File: config.mk
export PLATFORM = sky130hd
export DESIGN_NAME = dcpn_node
export DESIGN_NICKNAME = d
export VERILOG_FILES = /design/src/hdl/dcpn_fifo.v /design/src/hdl/dcpn_node.v
export VERILOG_INCLUDE_DIRS = /design/src /design/src/hdl
export SDC_FILE = /design/constraint.sdc
export NUM_CORES = 1
export LEC_CHECK = 0
export BUFFER_PORTS_ARGS = -buffer_cell sky130_fd_sc_hd__buf_2
export CAP_MARGIN = 20
export CORE_ASPECT_RATIO = 1.25
export CORE_MARGIN = 3
export CORE_UTILIZATION = 30
export CTS_BUF_LIST = sky130_fd_sc_hd__clkbuf_2
export DETAILED_ROUTE_END_ITERATION = 7
export HOLD_SLACK_MARGIN = 0.12
export PLACE_DENSITY_LB_ADDON = 0.3
export SYNTH_ARGS = -nofsm -noshare
export SYNTH_HDL_FRONTEND = slang
export SYNTH_SLANG_ARGS = --single-unit
File: constraint.sdc
create_clock -name clk -period 25.3 [get_ports clk]
set_input_delay 1.265 -clock clk [delete_from_list [all_inputs] [get_ports clk]]
set_output_delay 1.265 -clock clk [all_outputs]
set_load 0.01 [all_outputs]
File: src/hdl/dcpn_map.vh
`ifndef DCPN_MAP_VH
`define DCPN_MAP_VH

// control, framing and field characters
`define DCPN_CH_STX    8'h02
`define DCPN_CH_ENQ    8'h05
`define DCPN_CH_ACK    8'h06
`define DCPN_CH_CR     8'h0D
`define DCPN_CH_NAK    8'h15
`define DCPN_CH_SPC    8'h20
`define DCPN_CH_PLUS   8'h2B
`define DCPN_CH_MINUS  8'h2D
`define DCPN_CH_DOT    8'h2E
`define DCPN_CH_ZERO   8'h30
`define DCPN_CH_NINE   8'h39
`define DCPN_CH_QMARK  8'h3F
`define DCPN_CH_HEX_A  8'h41

// identifier and command letters
`define DCPN_CH_PUMP   8'h50
`define DCPN_CH_SPEED  8'h53
`define DCPN_CH_ADDV   8'h56
`define DCPN_CH_CLR    8'h5A
`define DCPN_CH_HALT   8'h48
`define DCPN_CH_GO     8'h47
`define DCPN_CH_STAT   8'h49
`define DCPN_CH_TOGO   8'h45

// broadcast_address, two bcd digits
`define DCPN_BCAST     8'h99

// reply kinds
`define DCPN_R_NONE    3'h0
`define DCPN_R_ACK     3'h1
`define DCPN_R_NAK     3'h2
`define DCPN_R_STAT    3'h3
`define DCPN_R_NONUM   3'h4
`define DCPN_R_TURNS   3'h5

// latched status bit positions and power-up value
`define DCPN_ST_AUX    0
`define DCPN_ST_MERR   1
`define DCPN_ST_STOP   2
`define DCPN_ST_VOL    3
`define DCPN_ST_PWR    4
`define DCPN_ST_RESET  5'h10

// downstream transmit enable limit after numbering
`define DCPN_DS_EN_MS  100
`define DCPN_CLK_KHZ   125000

`endif

File: src/hdl/dcpn_fifo.v
`timescale 1ns/10ps
module dcpn_fifo #(
  parameter W  = 8,
  parameter D  = 8,
  parameter AW = 3
) (
  // clock and reset
  input  wire         clk,
  input  wire         rst,
  // fill side
  input  wire [W-1:0] in_data,
  input  wire         in_valid,
  output wire         in_ready,
  // drain side
  output wire [W-1:0] out_data,
  output wire         out_valid,
  input  wire         out_ready
);
  reg [W-1:0] mem [0:D-1];
  reg [AW-1:0] wp_r;
  reg [AW-1:0] rp_r;
  reg [AW:0]   cnt_r;

  wire push = in_valid && in_ready;
  wire pop  = out_valid && out_ready;

  assign in_ready  = (cnt_r != D[AW:0]);
  assign out_valid = (cnt_r != {(AW+1){1'b0}});
  assign out_data  = mem[rp_r];

  always @(posedge clk) begin
    if (push) begin
      mem[wp_r] <= in_data;
    end
  end

  always @(posedge clk) begin
    if (rst) begin
      wp_r  <= {AW{1'b0}};
      rp_r  <= {AW{1'b0}};
      cnt_r <= {(AW+1){1'b0}};
    end else begin
      if (push) begin
        wp_r <= (wp_r == D[AW-1:0] - 1'b1) ? {AW{1'b0}} : wp_r + 1'b1;
      end
      if (pop) begin
        rp_r <= (rp_r == D[AW-1:0] - 1'b1) ? {AW{1'b0}} : rp_r + 1'b1;
      end
      if (push && !pop) begin
        cnt_r <= cnt_r + 1'b1;
      end else if (pop && !push) begin
        cnt_r <= cnt_r - 1'b1;
      end
    end
  end
endmodule // dcpn_fifo

File: src/hdl/dcpn_node.v
// Functional notes
// - before a number is assigned, commands get no reply at all.
// - a new speed command replaces the stored speed.
// - direction change while running is refused with NAK; host halts first.
// - add turns to counter; overflow past maximum leaves it and gives NAK.
// - clear-count zeroes the turns counter and stops a running motor.
// - numeric fields take leading zeros, leading spaces or no padding.
// - every returned data field has a fixed, command-defined length.
// - status goes out on status command or ENQ; unnumbered reported apart.
// - latched status clears only on ACK with own address and CR.
// - good command gets ACK, or its data reply for a query; good broadcast commands get nothing.
// - any error while receiving a command gives NAK instead of ACK.
// - request-to-send rises on aux change, motor error, stop, volume, power-up.
// - ENQ while requesting blocks the downstream line buffers.
// - after blocking, the node sends the status reply.
// - ACK with own address and CR drops request and unblocks downstream.
// - a repeated ENQ makes the node send its status reply again.
// - nearest requesting node wins by blocking all nodes below it.
// - frames are STX, letter, two digits, body, CR; ENQ and reply ACK/NAK alone; host ACK is followed by P, two digits, CR.
// - on numbering, release request, open receive, ACK, then open transmit.
// - address 99 reaches every pump, and each numbered one executes it.
`timescale 1ns/10ps
`include "dcpn_map.vh"
module dcpn_node #(
  parameter        FIFO_D    = 8,
  parameter        FIFO_AW   = 3,
  parameter        CNT_W     = 24,
  parameter [31:0] DS_EN_CYC = `DCPN_DS_EN_MS * `DCPN_CLK_KHZ
) (
  // clock and reset
  input  wire        clk,
  input  wire        rst,
  // upstream receive characters
  input  wire [7:0]  rx_data,
  input  wire        rx_valid,
  input  wire        rx_parity_err,
  input  wire        rx_frame_err,
  input  wire        rx_overrun,
  // upstream transmit characters
  output reg  [7:0]  tx_data_r,
  output reg         tx_valid_r,
  input  wire        tx_ready,
  // request events, one-cycle pulses
  input  wire        aux_change,
  input  wire        motor_fault,
  input  wire        stop_key,
  input  wire        volume_done,
  // link control
  output reg         rts_r,
  output reg         ds_rx_en_r,
  output reg         ds_tx_en_r,
  // motor control and node state
  output reg         run_r,
  output reg         dir_ccw_r,
  output reg  [19:0] speed_r,
  output reg  [27:0] turns_r,
  output reg         numbered_r,
  output reg  [7:0]  node_num_r
);
  localparam P_IDLE = 3'h0;
  localparam P_ID   = 3'h1;
  localparam P_A1   = 3'h2;
  localparam P_A0   = 3'h3;
  localparam P_BODY = 3'h4;

  reg [2:0]  pst_r;
  reg        is_ack_r;
  reg [3:0]  a1_r;
  reg [3:0]  a0_r;
  reg        err_r;
  reg        nak_r;
  reg [2:0]  qry_r;
  reg        any_cmd_r;
  reg [7:0]  cmd_r;
  reg        sign_r;
  reg        frac_r_mode;
  reg [19:0] int_r;
  reg [7:0]  frac_r;
  reg [1:0]  fcnt_r;
  reg [4:0]  stat_r;
  reg        busy_r;
  reg [2:0]  rtype_r;
  reg [3:0]  ridx_r;
  reg [27:0] snap_r;
  reg        dsw_r;
  reg [CNT_W-1:0] dsc_r;

  wire [7:0] f_out_data;
  wire       f_out_valid;
  wire       f_in_ready;
  wire       f_out_ready = !tx_valid_r || tx_ready;

  function [7:0] hexc;
    input [3:0] n;
    begin
      if (n < 4'hA) hexc = `DCPN_CH_ZERO + {4'h0, n};
      else hexc = `DCPN_CH_HEX_A + {4'h0, n} - 8'h0A;
    end
  endfunction

  function [28:0] bcd_add7;
    input [27:0] a;
    input [27:0] b;
    reg   [4:0]  s;
    reg          c;
    integer      i;
    begin
      c = 1'b0;
      bcd_add7 = 29'h0;
      for (i = 0; i < 7; i = i + 1) begin
        s = {1'b0, a[4*i+:4]} + {1'b0, b[4*i+:4]} + {4'h0, c};
        if (s > 5'h09) begin
          s = s + 5'h06;
          c = 1'b1;
        end else begin
          c = 1'b0;
        end
        bcd_add7[4*i+:4] = s[3:0];
      end
      bcd_add7[28] = c;
    end
  endfunction

  // {last, byte} of each reply, fixed length per kind
  function [8:0] rsp_byte;
    input [2:0]  t;
    input [3:0]  i;
    input [27:0] v;
    begin
      rsp_byte = {1'b1, `DCPN_CH_CR};
      case (t)
        `DCPN_R_ACK: rsp_byte = {1'b1, `DCPN_CH_ACK};
        `DCPN_R_NAK: rsp_byte = {1'b1, `DCPN_CH_NAK};
        `DCPN_R_STAT: begin
          case (i)
            4'h0: rsp_byte = {1'b0, `DCPN_CH_STX};
            4'h1: rsp_byte = {1'b0, `DCPN_CH_STAT};
            4'h2: rsp_byte = {1'b0, hexc(v[7:4])};
            4'h3: rsp_byte = {1'b0, hexc(v[3:0])};
            default: rsp_byte = {1'b1, `DCPN_CH_CR};
          endcase
        end
        `DCPN_R_NONUM: begin
          case (i)
            4'h0: rsp_byte = {1'b0, `DCPN_CH_STX};
            4'h1: rsp_byte = {1'b0, `DCPN_CH_PUMP};
            4'h2: rsp_byte = {1'b0, `DCPN_CH_QMARK};
            4'h3: rsp_byte = {1'b0, `DCPN_CH_ZERO};
            default: rsp_byte = {1'b1, `DCPN_CH_CR};
          endcase
        end
        `DCPN_R_TURNS: begin
          case (i)
            4'h0: rsp_byte = {1'b0, `DCPN_CH_STX};
            4'h1: rsp_byte = {1'b0, `DCPN_CH_TOGO};
            4'h2: rsp_byte = {1'b0, 4'h3, v[27:24]};
            4'h3: rsp_byte = {1'b0, 4'h3, v[23:20]};
            4'h4: rsp_byte = {1'b0, 4'h3, v[19:16]};
            4'h5: rsp_byte = {1'b0, 4'h3, v[15:12]};
            4'h6: rsp_byte = {1'b0, 4'h3, v[11:8]};
            4'h7: rsp_byte = {1'b0, `DCPN_CH_DOT};
            4'h8: rsp_byte = {1'b0, 4'h3, v[7:4]};
            4'h9: rsp_byte = {1'b0, 4'h3, v[3:0]};
            default: rsp_byte = {1'b1, `DCPN_CH_CR};
          endcase
        end
        default: rsp_byte = {1'b1, `DCPN_CH_CR};
      endcase
    end
  endfunction

  // character classes
  wire       rx_bad  = rx_parity_err || rx_frame_err || rx_overrun;
  wire       is_dig  = (rx_data >= `DCPN_CH_ZERO) &&
                       (rx_data <= `DCPN_CH_NINE);
  wire [3:0] dig     = rx_data[3:0];
  wire       is_cr   = (rx_data == `DCPN_CH_CR);
  wire       is_let  = (rx_data == `DCPN_CH_SPEED) ||
                       (rx_data == `DCPN_CH_ADDV) ||
                       (rx_data == `DCPN_CH_CLR) ||
                       (rx_data == `DCPN_CH_HALT) ||
                       (rx_data == `DCPN_CH_GO) ||
                       (rx_data == `DCPN_CH_STAT) ||
                       (rx_data == `DCPN_CH_TOGO);
  wire [7:0] addr    = {a1_r, a0_r};
  wire       own     = numbered_r && (addr == node_num_r);
  wire       bcast   = (addr == `DCPN_BCAST);
  wire       addr_ok = numbered_r && (own || bcast);
  wire       in_body = rx_valid && (pst_r == P_BODY) && !is_ack_r;
  wire       fin     = in_body && (is_let || is_cr) &&
                       (cmd_r != 8'h00);
  wire       err_now = err_r || rx_bad;
  wire       exec    = fin && addr_ok && !err_now;
  wire [28:0] vsum   = bcd_add7(turns_r, {int_r, frac_r});
  wire [7:0] st_byte = {1'b0, dir_ccw_r, run_r, stat_r};
  wire [8:0] rb      = rsp_byte(rtype_r, ridx_r, snap_r);
  wire       enq_hit = rx_valid && (rx_data == `DCPN_CH_ENQ) && rts_r;

  reg        fin_nak;
  reg [2:0]  fin_qry;
  reg [2:0]  rsel;
  reg        assign_num;
  reg        release_rq;

  always @* begin
    fin_nak = 1'b0;
    fin_qry = `DCPN_R_NONE;
    if (exec) begin
      if (cmd_r == `DCPN_CH_SPEED)
        fin_nak = run_r && (sign_r != dir_ccw_r);
      else if (cmd_r == `DCPN_CH_ADDV)
        fin_nak = vsum[28];
      else if (cmd_r == `DCPN_CH_STAT)
        fin_qry = `DCPN_R_STAT;
      else if (cmd_r == `DCPN_CH_TOGO)
        fin_qry = `DCPN_R_TURNS;
    end
  end

  // reply choice at end of frame or on enquiry
  always @* begin
    rsel       = `DCPN_R_NONE;
    assign_num = 1'b0;
    release_rq = 1'b0;
    if (enq_hit) begin
      rsel = numbered_r ? `DCPN_R_STAT : `DCPN_R_NONUM;
    end else if (rx_valid && is_cr && pst_r == P_BODY) begin
      if (is_ack_r) begin
        release_rq = own && !err_now;
      end else if (!numbered_r) begin
        if (!any_cmd_r && rts_r && !ds_rx_en_r) begin
          if (err_now) rsel = `DCPN_R_NAK;
          else begin
            rsel       = `DCPN_R_ACK;
            assign_num = 1'b1;
          end
        end
      end else if (addr_ok) begin
        if (err_now) rsel = `DCPN_R_NAK;
        else if (nak_r || fin_nak) rsel = `DCPN_R_NAK;
        else if (bcast) rsel = `DCPN_R_NONE;
        else if (fin_qry != `DCPN_R_NONE) rsel = fin_qry;
        else if (qry_r != `DCPN_R_NONE) rsel = qry_r;
        else rsel = `DCPN_R_ACK;
      end
    end
  end

  // frame parser and command execution
  always @(posedge clk) begin
    if (rst) begin
      pst_r       <= P_IDLE;
      is_ack_r    <= 1'b0;
      a1_r        <= 4'h0;
      a0_r        <= 4'h0;
      err_r       <= 1'b0;
      nak_r       <= 1'b0;
      qry_r       <= `DCPN_R_NONE;
      any_cmd_r   <= 1'b0;
      cmd_r       <= 8'h00;
      sign_r      <= 1'b0;
      frac_r_mode <= 1'b0;
      int_r       <= 20'h0;
      frac_r      <= 8'h00;
      fcnt_r      <= 2'h0;
      run_r       <= 1'b0;
      dir_ccw_r   <= 1'b0;
      speed_r     <= 20'h0;
      turns_r     <= 28'h0;
      numbered_r  <= 1'b0;
      node_num_r  <= 8'h00;
    end else if (rx_valid) begin
      if (rx_data == `DCPN_CH_STX ||
          rx_data == `DCPN_CH_ACK) begin
        pst_r     <= P_ID;
        is_ack_r  <= (rx_data == `DCPN_CH_ACK);
        err_r     <= rx_bad;
        nak_r     <= 1'b0;
        qry_r     <= `DCPN_R_NONE;
        any_cmd_r <= 1'b0;
        cmd_r     <= 8'h00;
      end else if (rx_data == `DCPN_CH_ENQ) begin
        pst_r <= P_IDLE;
      end else begin
        if (rx_bad) err_r <= 1'b1;
        case (pst_r)
          P_ID: begin
            if (rx_data != `DCPN_CH_PUMP) err_r <= 1'b1;
            pst_r <= P_A1;
          end
          P_A1: begin
            if (!is_dig) err_r <= 1'b1;
            a1_r  <= dig;
            pst_r <= P_A0;
          end
          P_A0: begin
            if (!is_dig) err_r <= 1'b1;
            a0_r  <= dig;
            pst_r <= P_BODY;
          end
          P_BODY: begin
            if (is_cr) begin
              pst_r <= P_IDLE;
            end else if (is_ack_r) begin
              err_r <= 1'b1;
            end else if (is_let) begin
              any_cmd_r   <= 1'b1;
              cmd_r       <= rx_data;
              sign_r      <= dir_ccw_r;
              frac_r_mode <= 1'b0;
              int_r       <= 20'h0;
              frac_r      <= 8'h00;
              fcnt_r      <= 2'h0;
            end else if (rx_data == `DCPN_CH_PLUS) begin
              sign_r <= 1'b0;
            end else if (rx_data == `DCPN_CH_MINUS) begin
              sign_r <= 1'b1;
            end else if (rx_data == `DCPN_CH_DOT) begin
              frac_r_mode <= 1'b1;
            end else if (is_dig && !frac_r_mode) begin
              if (int_r[19:16] != 4'h0) err_r <= 1'b1;
              int_r <= {int_r[15:0], dig};
            end else if (is_dig) begin
              if (fcnt_r == 2'h0) frac_r[7:4] <= dig;
              else if (fcnt_r == 2'h1) frac_r[3:0] <= dig;
              if (fcnt_r != 2'h2) fcnt_r <= fcnt_r + 2'h1;
            end else if (rx_data != `DCPN_CH_SPC) begin
              err_r <= 1'b1;
            end
          end
          default: pst_r <= P_IDLE;
        endcase
      end
      if (fin_nak) nak_r <= 1'b1;
      if (fin_qry != `DCPN_R_NONE) qry_r <= fin_qry;
      if (exec && !fin_nak) begin
        case (cmd_r)
          `DCPN_CH_SPEED: begin
            speed_r   <= {int_r[15:0], frac_r[7:4]};
            dir_ccw_r <= sign_r;
          end
          `DCPN_CH_ADDV: turns_r <= vsum[27:0];
          `DCPN_CH_CLR: begin
            turns_r <= 28'h0;
            run_r   <= 1'b0;
          end
          `DCPN_CH_HALT: run_r <= 1'b0;
          `DCPN_CH_GO: run_r <= 1'b1;
          default: run_r <= run_r;
        endcase
      end
      if (assign_num) begin
        numbered_r <= 1'b1;
        node_num_r <= addr;
      end
    end
  end

  // request line, latched status, downstream buffers
  always @(posedge clk) begin
    if (rst) begin
      rts_r      <= 1'b1;
      stat_r     <= `DCPN_ST_RESET;
      ds_rx_en_r <= 1'b1;
      ds_tx_en_r <= 1'b1;
      dsw_r      <= 1'b0;
      dsc_r      <= {CNT_W{1'b0}};
    end else begin
      if (release_rq) begin
        rts_r      <= 1'b0;
        ds_rx_en_r <= 1'b1;
        ds_tx_en_r <= 1'b1;
      end else if (assign_num) begin
        rts_r      <= 1'b0;
        ds_rx_en_r <= 1'b1;
        dsw_r      <= 1'b1;
        dsc_r      <= {CNT_W{1'b0}};
      end else if (enq_hit) begin
        ds_rx_en_r <= 1'b0;
        ds_tx_en_r <= 1'b0;
        dsw_r      <= 1'b0;
      end else if (dsw_r) begin
        dsc_r <= dsc_r + 1'b1;
        if ((!busy_r && !f_out_valid && !tx_valid_r) ||
            dsc_r == DS_EN_CYC[CNT_W-1:0] - 1'b1) begin
          ds_tx_en_r <= 1'b1;
          dsw_r      <= 1'b0;
        end
      end
      // a new event wins over a clear in the same cycle
      if (aux_change || motor_fault || stop_key || volume_done)
        rts_r <= 1'b1;
      stat_r <= (release_rq ? 5'h00 : stat_r) |
                {1'b0, volume_done, stop_key, motor_fault, aux_change};
    end
  end

  // reply sequencer feeding the transmit fifo
  always @(posedge clk) begin
    if (rst) begin
      busy_r  <= 1'b0;
      rtype_r <= `DCPN_R_NONE;
      ridx_r  <= 4'h0;
      snap_r  <= 28'h0;
    end else if (busy_r) begin
      if (f_in_ready) begin
        ridx_r <= ridx_r + 4'h1;
        if (rb[8]) busy_r <= 1'b0;
      end
    end else if (rsel != `DCPN_R_NONE) begin
      busy_r  <= 1'b1;
      rtype_r <= rsel;
      ridx_r  <= 4'h0;
      snap_r  <= (rsel == `DCPN_R_TURNS) ?
                 (fin_qry == `DCPN_R_TURNS ? turns_r : turns_r) :
                 {20'h0, st_byte};
    end
  end

  dcpn_fifo #(
    .W  (8),
    .D  (FIFO_D),
    .AW (FIFO_AW)
  ) u_txq (
    .clk       (clk),
    .rst       (rst),
    .in_data   (rb[7:0]),
    .in_valid  (busy_r),
    .in_ready  (f_in_ready),
    .out_data  (f_out_data),
    .out_valid (f_out_valid),
    .out_ready (f_out_ready)
  );

  always @(posedge clk) begin
    if (rst) begin
      tx_valid_r <= 1'b0;
      tx_data_r  <= 8'h00;
    end else if (f_out_ready) begin
      tx_valid_r <= f_out_valid;
      if (f_out_valid) tx_data_r <= f_out_data;
    end
  end
endmodule // dcpn_node

==> impl_metrics.json <==
{
  "clk_latency_ps": 920,
  "tightest_slew_ps": 1040,
  "htreeDepth": 3,
  "finalInstanceArea_sq_um": 14700,
  "grt_max_degree": 92,
  "fin_crit_sh_pct": 51.3,
  "p_leak_nw": 5.42,
  "synth_top_area_share_pct": 30.9,
  "swShare_pct": 28.0,
  "post_cts_resize_count": 0,
  "yosysSeqAreaShare_pct": 43.7,
  "syn_nets": 1564,
  "avgViaCountPerCell": 4.97,
  "synth_most_common_cell": "dfxtp_1",
  "hold_viol": 0,
  "cp_num_buf_inv": 15,
  "grt_pass1_wl_mm": 55.9,
  "cts-root-buf": "clkbuf_2",
  "wl_mm": 33.9,
  "cts_sinks": 260,
  "start_util_pct": 30.5,
  "track_usage_pct": 14.4,
  "routedWlPerCell_um": 15.6,
  "antenna_found_initial": 1,
  "cp_data_arrival_time_ps": 13790,
  "synth_seq_cells": 260,
  "synth_top_area_cell": "dfxtp_1",
  "netlist_area_sq_um": 13200,
  "async_flop_share_pct": 0,
  "setup_tns_ps": 0,
  "grt_pass1_vias": 10900,
  "fin_ws_ps": 12330,
  "synth_flop_cell": "dfxtp_1",
  "drc": 0,
  "synthDistinctLibCells": 85,
  "crit_family": "adder cells",
  "fin_crit_ps": 12970,
  "finalNonFillerCells": 2175,
  "clk_pin_slew_ps": 90,
  "end_kind": "flip-flop",
  "cap_violations": 0,
  "p_int_mw": 0.590,
  "synth_edf_count": 56,
  "synth_cells": 1484,
  "row_count": 85,
  "cpMostUsedCell": "inv_1",
  "slew_viol_final": 0,
  "synth_warnings": 0,
  "die_x_um": 194,
  "drt_pass1_iterations": 5,
  "startpoint_type": "flip-flop",
  "synth.avg_cell_area_sq_um": 8.89,
  "core_area_sq_um": 43300,
  "hold_class": "flip-flop to flip-flop",
  "timing.fmax_mhz": 77.1,
  "area_delta_synth_final_pct": 11.3,
  "final_core_util_pct": 34.0,
  "max_stage_delay_ps": 890,
  "place_ws_ps": 12180,
  "hold_buffers": 0,
  "place_congestion": 0.849,
  "ant_nets": 0,
  "ir_drop_uv": 28.2,
  "synth.area.top_cells": "dfxtp_1 (31%), edfxtp_1 (13%), a21oi_1 (6.1%), nand2_1 (5.6%), nor2_1 (4.7%)",
  "p_clk_share_pct": 36.5,
  "grt-ovfl-total": 0,
  "numCtsBuffers": 69,
  "num-nets-final": 1643,
  "die_height_um": 241,
  "dp.final_hpwl_mm": 23.7,
  "dp_cells": 2054,
  "p_per_area_nw_per_um2": 55.8,
  "power_switching_mw": 0.230,
  "max_slew_margin_pct": 30.7,
  "post_cts_buffers": 0,
  "worstSetupPathType": "flip-flop to flip-flop",
  "drtIter0Drc": 558,
  "combinationalPowerShare_pct": 9.5,
  "rsz0062_at_grt": "false",
  "drive_above_1_share_pct": 15.8,
  "yosys-top-cells-count": "dfxtp_1 (204), nand2_1 (198), nor2_1 (166)",
  "slowest_stage": "a41o_1",
  "die_area_sq_um": 46600,
  "status": "complete, no violations",
  "dr_total_vias": 10800,
  "pwr-share-seq_pct": 54.0,
  "clock_skew_ps": 67.6,
  "io_pins": 90,
  "cts_tree": "yes",
  "setup_viol": 0,
  "cp_max_fo": 29,
  "io_buffers": 88,
  "required_ps": 26120,
  "place_area_sq_um": 14000,
  "cts.path.max_buffers": 3
}
## power by group through the flow
stage	Sequential, mW	Clock (mW)	Combinational, mW
finish	0.443	0.299	0.0776
global route	0.446	0.335	0.0888
CTS	0.446	0.314	0.0747
detailed placement	0.456	0	0.0743
global placement	0.456	0	0.0732
floorplan	0.448	0	0.0616
## worst reg2reg max path, delay by kind of cell (launching register included)
kind                     cells  cell delay (ps)
AO/OA/AOI/OAI               15             4180
buffers and inverters       15             1390
AND/OR/NAND/NOR              7             1050
adder cells (fa/ha/maj)     14             4620
XOR/XNOR                     5             1270
flip-flops                   1              400
## layer usage
metal	GRT usage (%)	up-vias	share of wire, %
li1	-	5400	-
met1	17.3	5128	44
met2	24.7	196	49
met3	2.99	77	3.9
met4	7.08	0	3.6
met5	0	-	0
## placed cells by master (no fill, tap or decap), types with 16 or more instances in the layout
master | netlist | routed
inv_1 | 62 | 62
buf_2 | 5 | 89
nand3_1 | 53 | 53
ha_1 | 47 | 47
xnor2_1 | 40 | 40
clkbuf_2 | 0 | 102
nand2_1 | 198 | 198
nor2_1 | 166 | 166
a22oi_1 | 16 | 16
dfxtp_1 | 204 | 204
nor3_1 | 49 | 47
o21ai_0 | 29 | 29
mux2i_1 | 32 | 32
xor2_1 | 17 | 17
edfxtp_1 | 56 | 56
a21oi_1 | 160 | 160
## stage by stage
step           hold WS [ps]  power [mW]
5_1_grt                 482       0.870
3_5_place_dp            439       0.530
4_1_cts                 457       0.835
2_1_floorplan           426       0.509
6_report                455       0.820
3_3_place_gp            437       0.529
## registers in the layout (all words and copies together) (netlist names), 20 cells and up
register	cells
snap_r	28
turns_r	28
u_txq.mem	56
dsc_r	24
int_r	20
speed_r	20
## area by class of cell
cell class	instances	area, sq um
clock buffer	102	510
fill	4570	28600
timing repair buffer	100	559
inverter	63	236
antenna	3	7.51
clock inverter	13	101
tap	565	707
multi-input combinational	1069	6810
sequential	260	5770
## worst paths after layout
path	start	to	slack (ps)	depth (start not counted)
max	turns_r[0]	snap_r[0]	12330	56
min	speed_r[18]	speed_r[18]	450	2
min reg2reg	speed_r[18]	speed_r[18]	450	2
max reg2reg	turns_r[0]	snap_r[0]	12330	56
## cell families after synthesis
group,count (synthesis),synth area share (%)
fa+ha+maj,61,6.58
compound gates,326,16.0
buf+inv,155,4.91
other cells,1,0.0284
flops,260,43.7
xor+xnor,57,3.78
mux,47,4.90
simple gates,577,20.1
(Power assumes the default switching activity.)
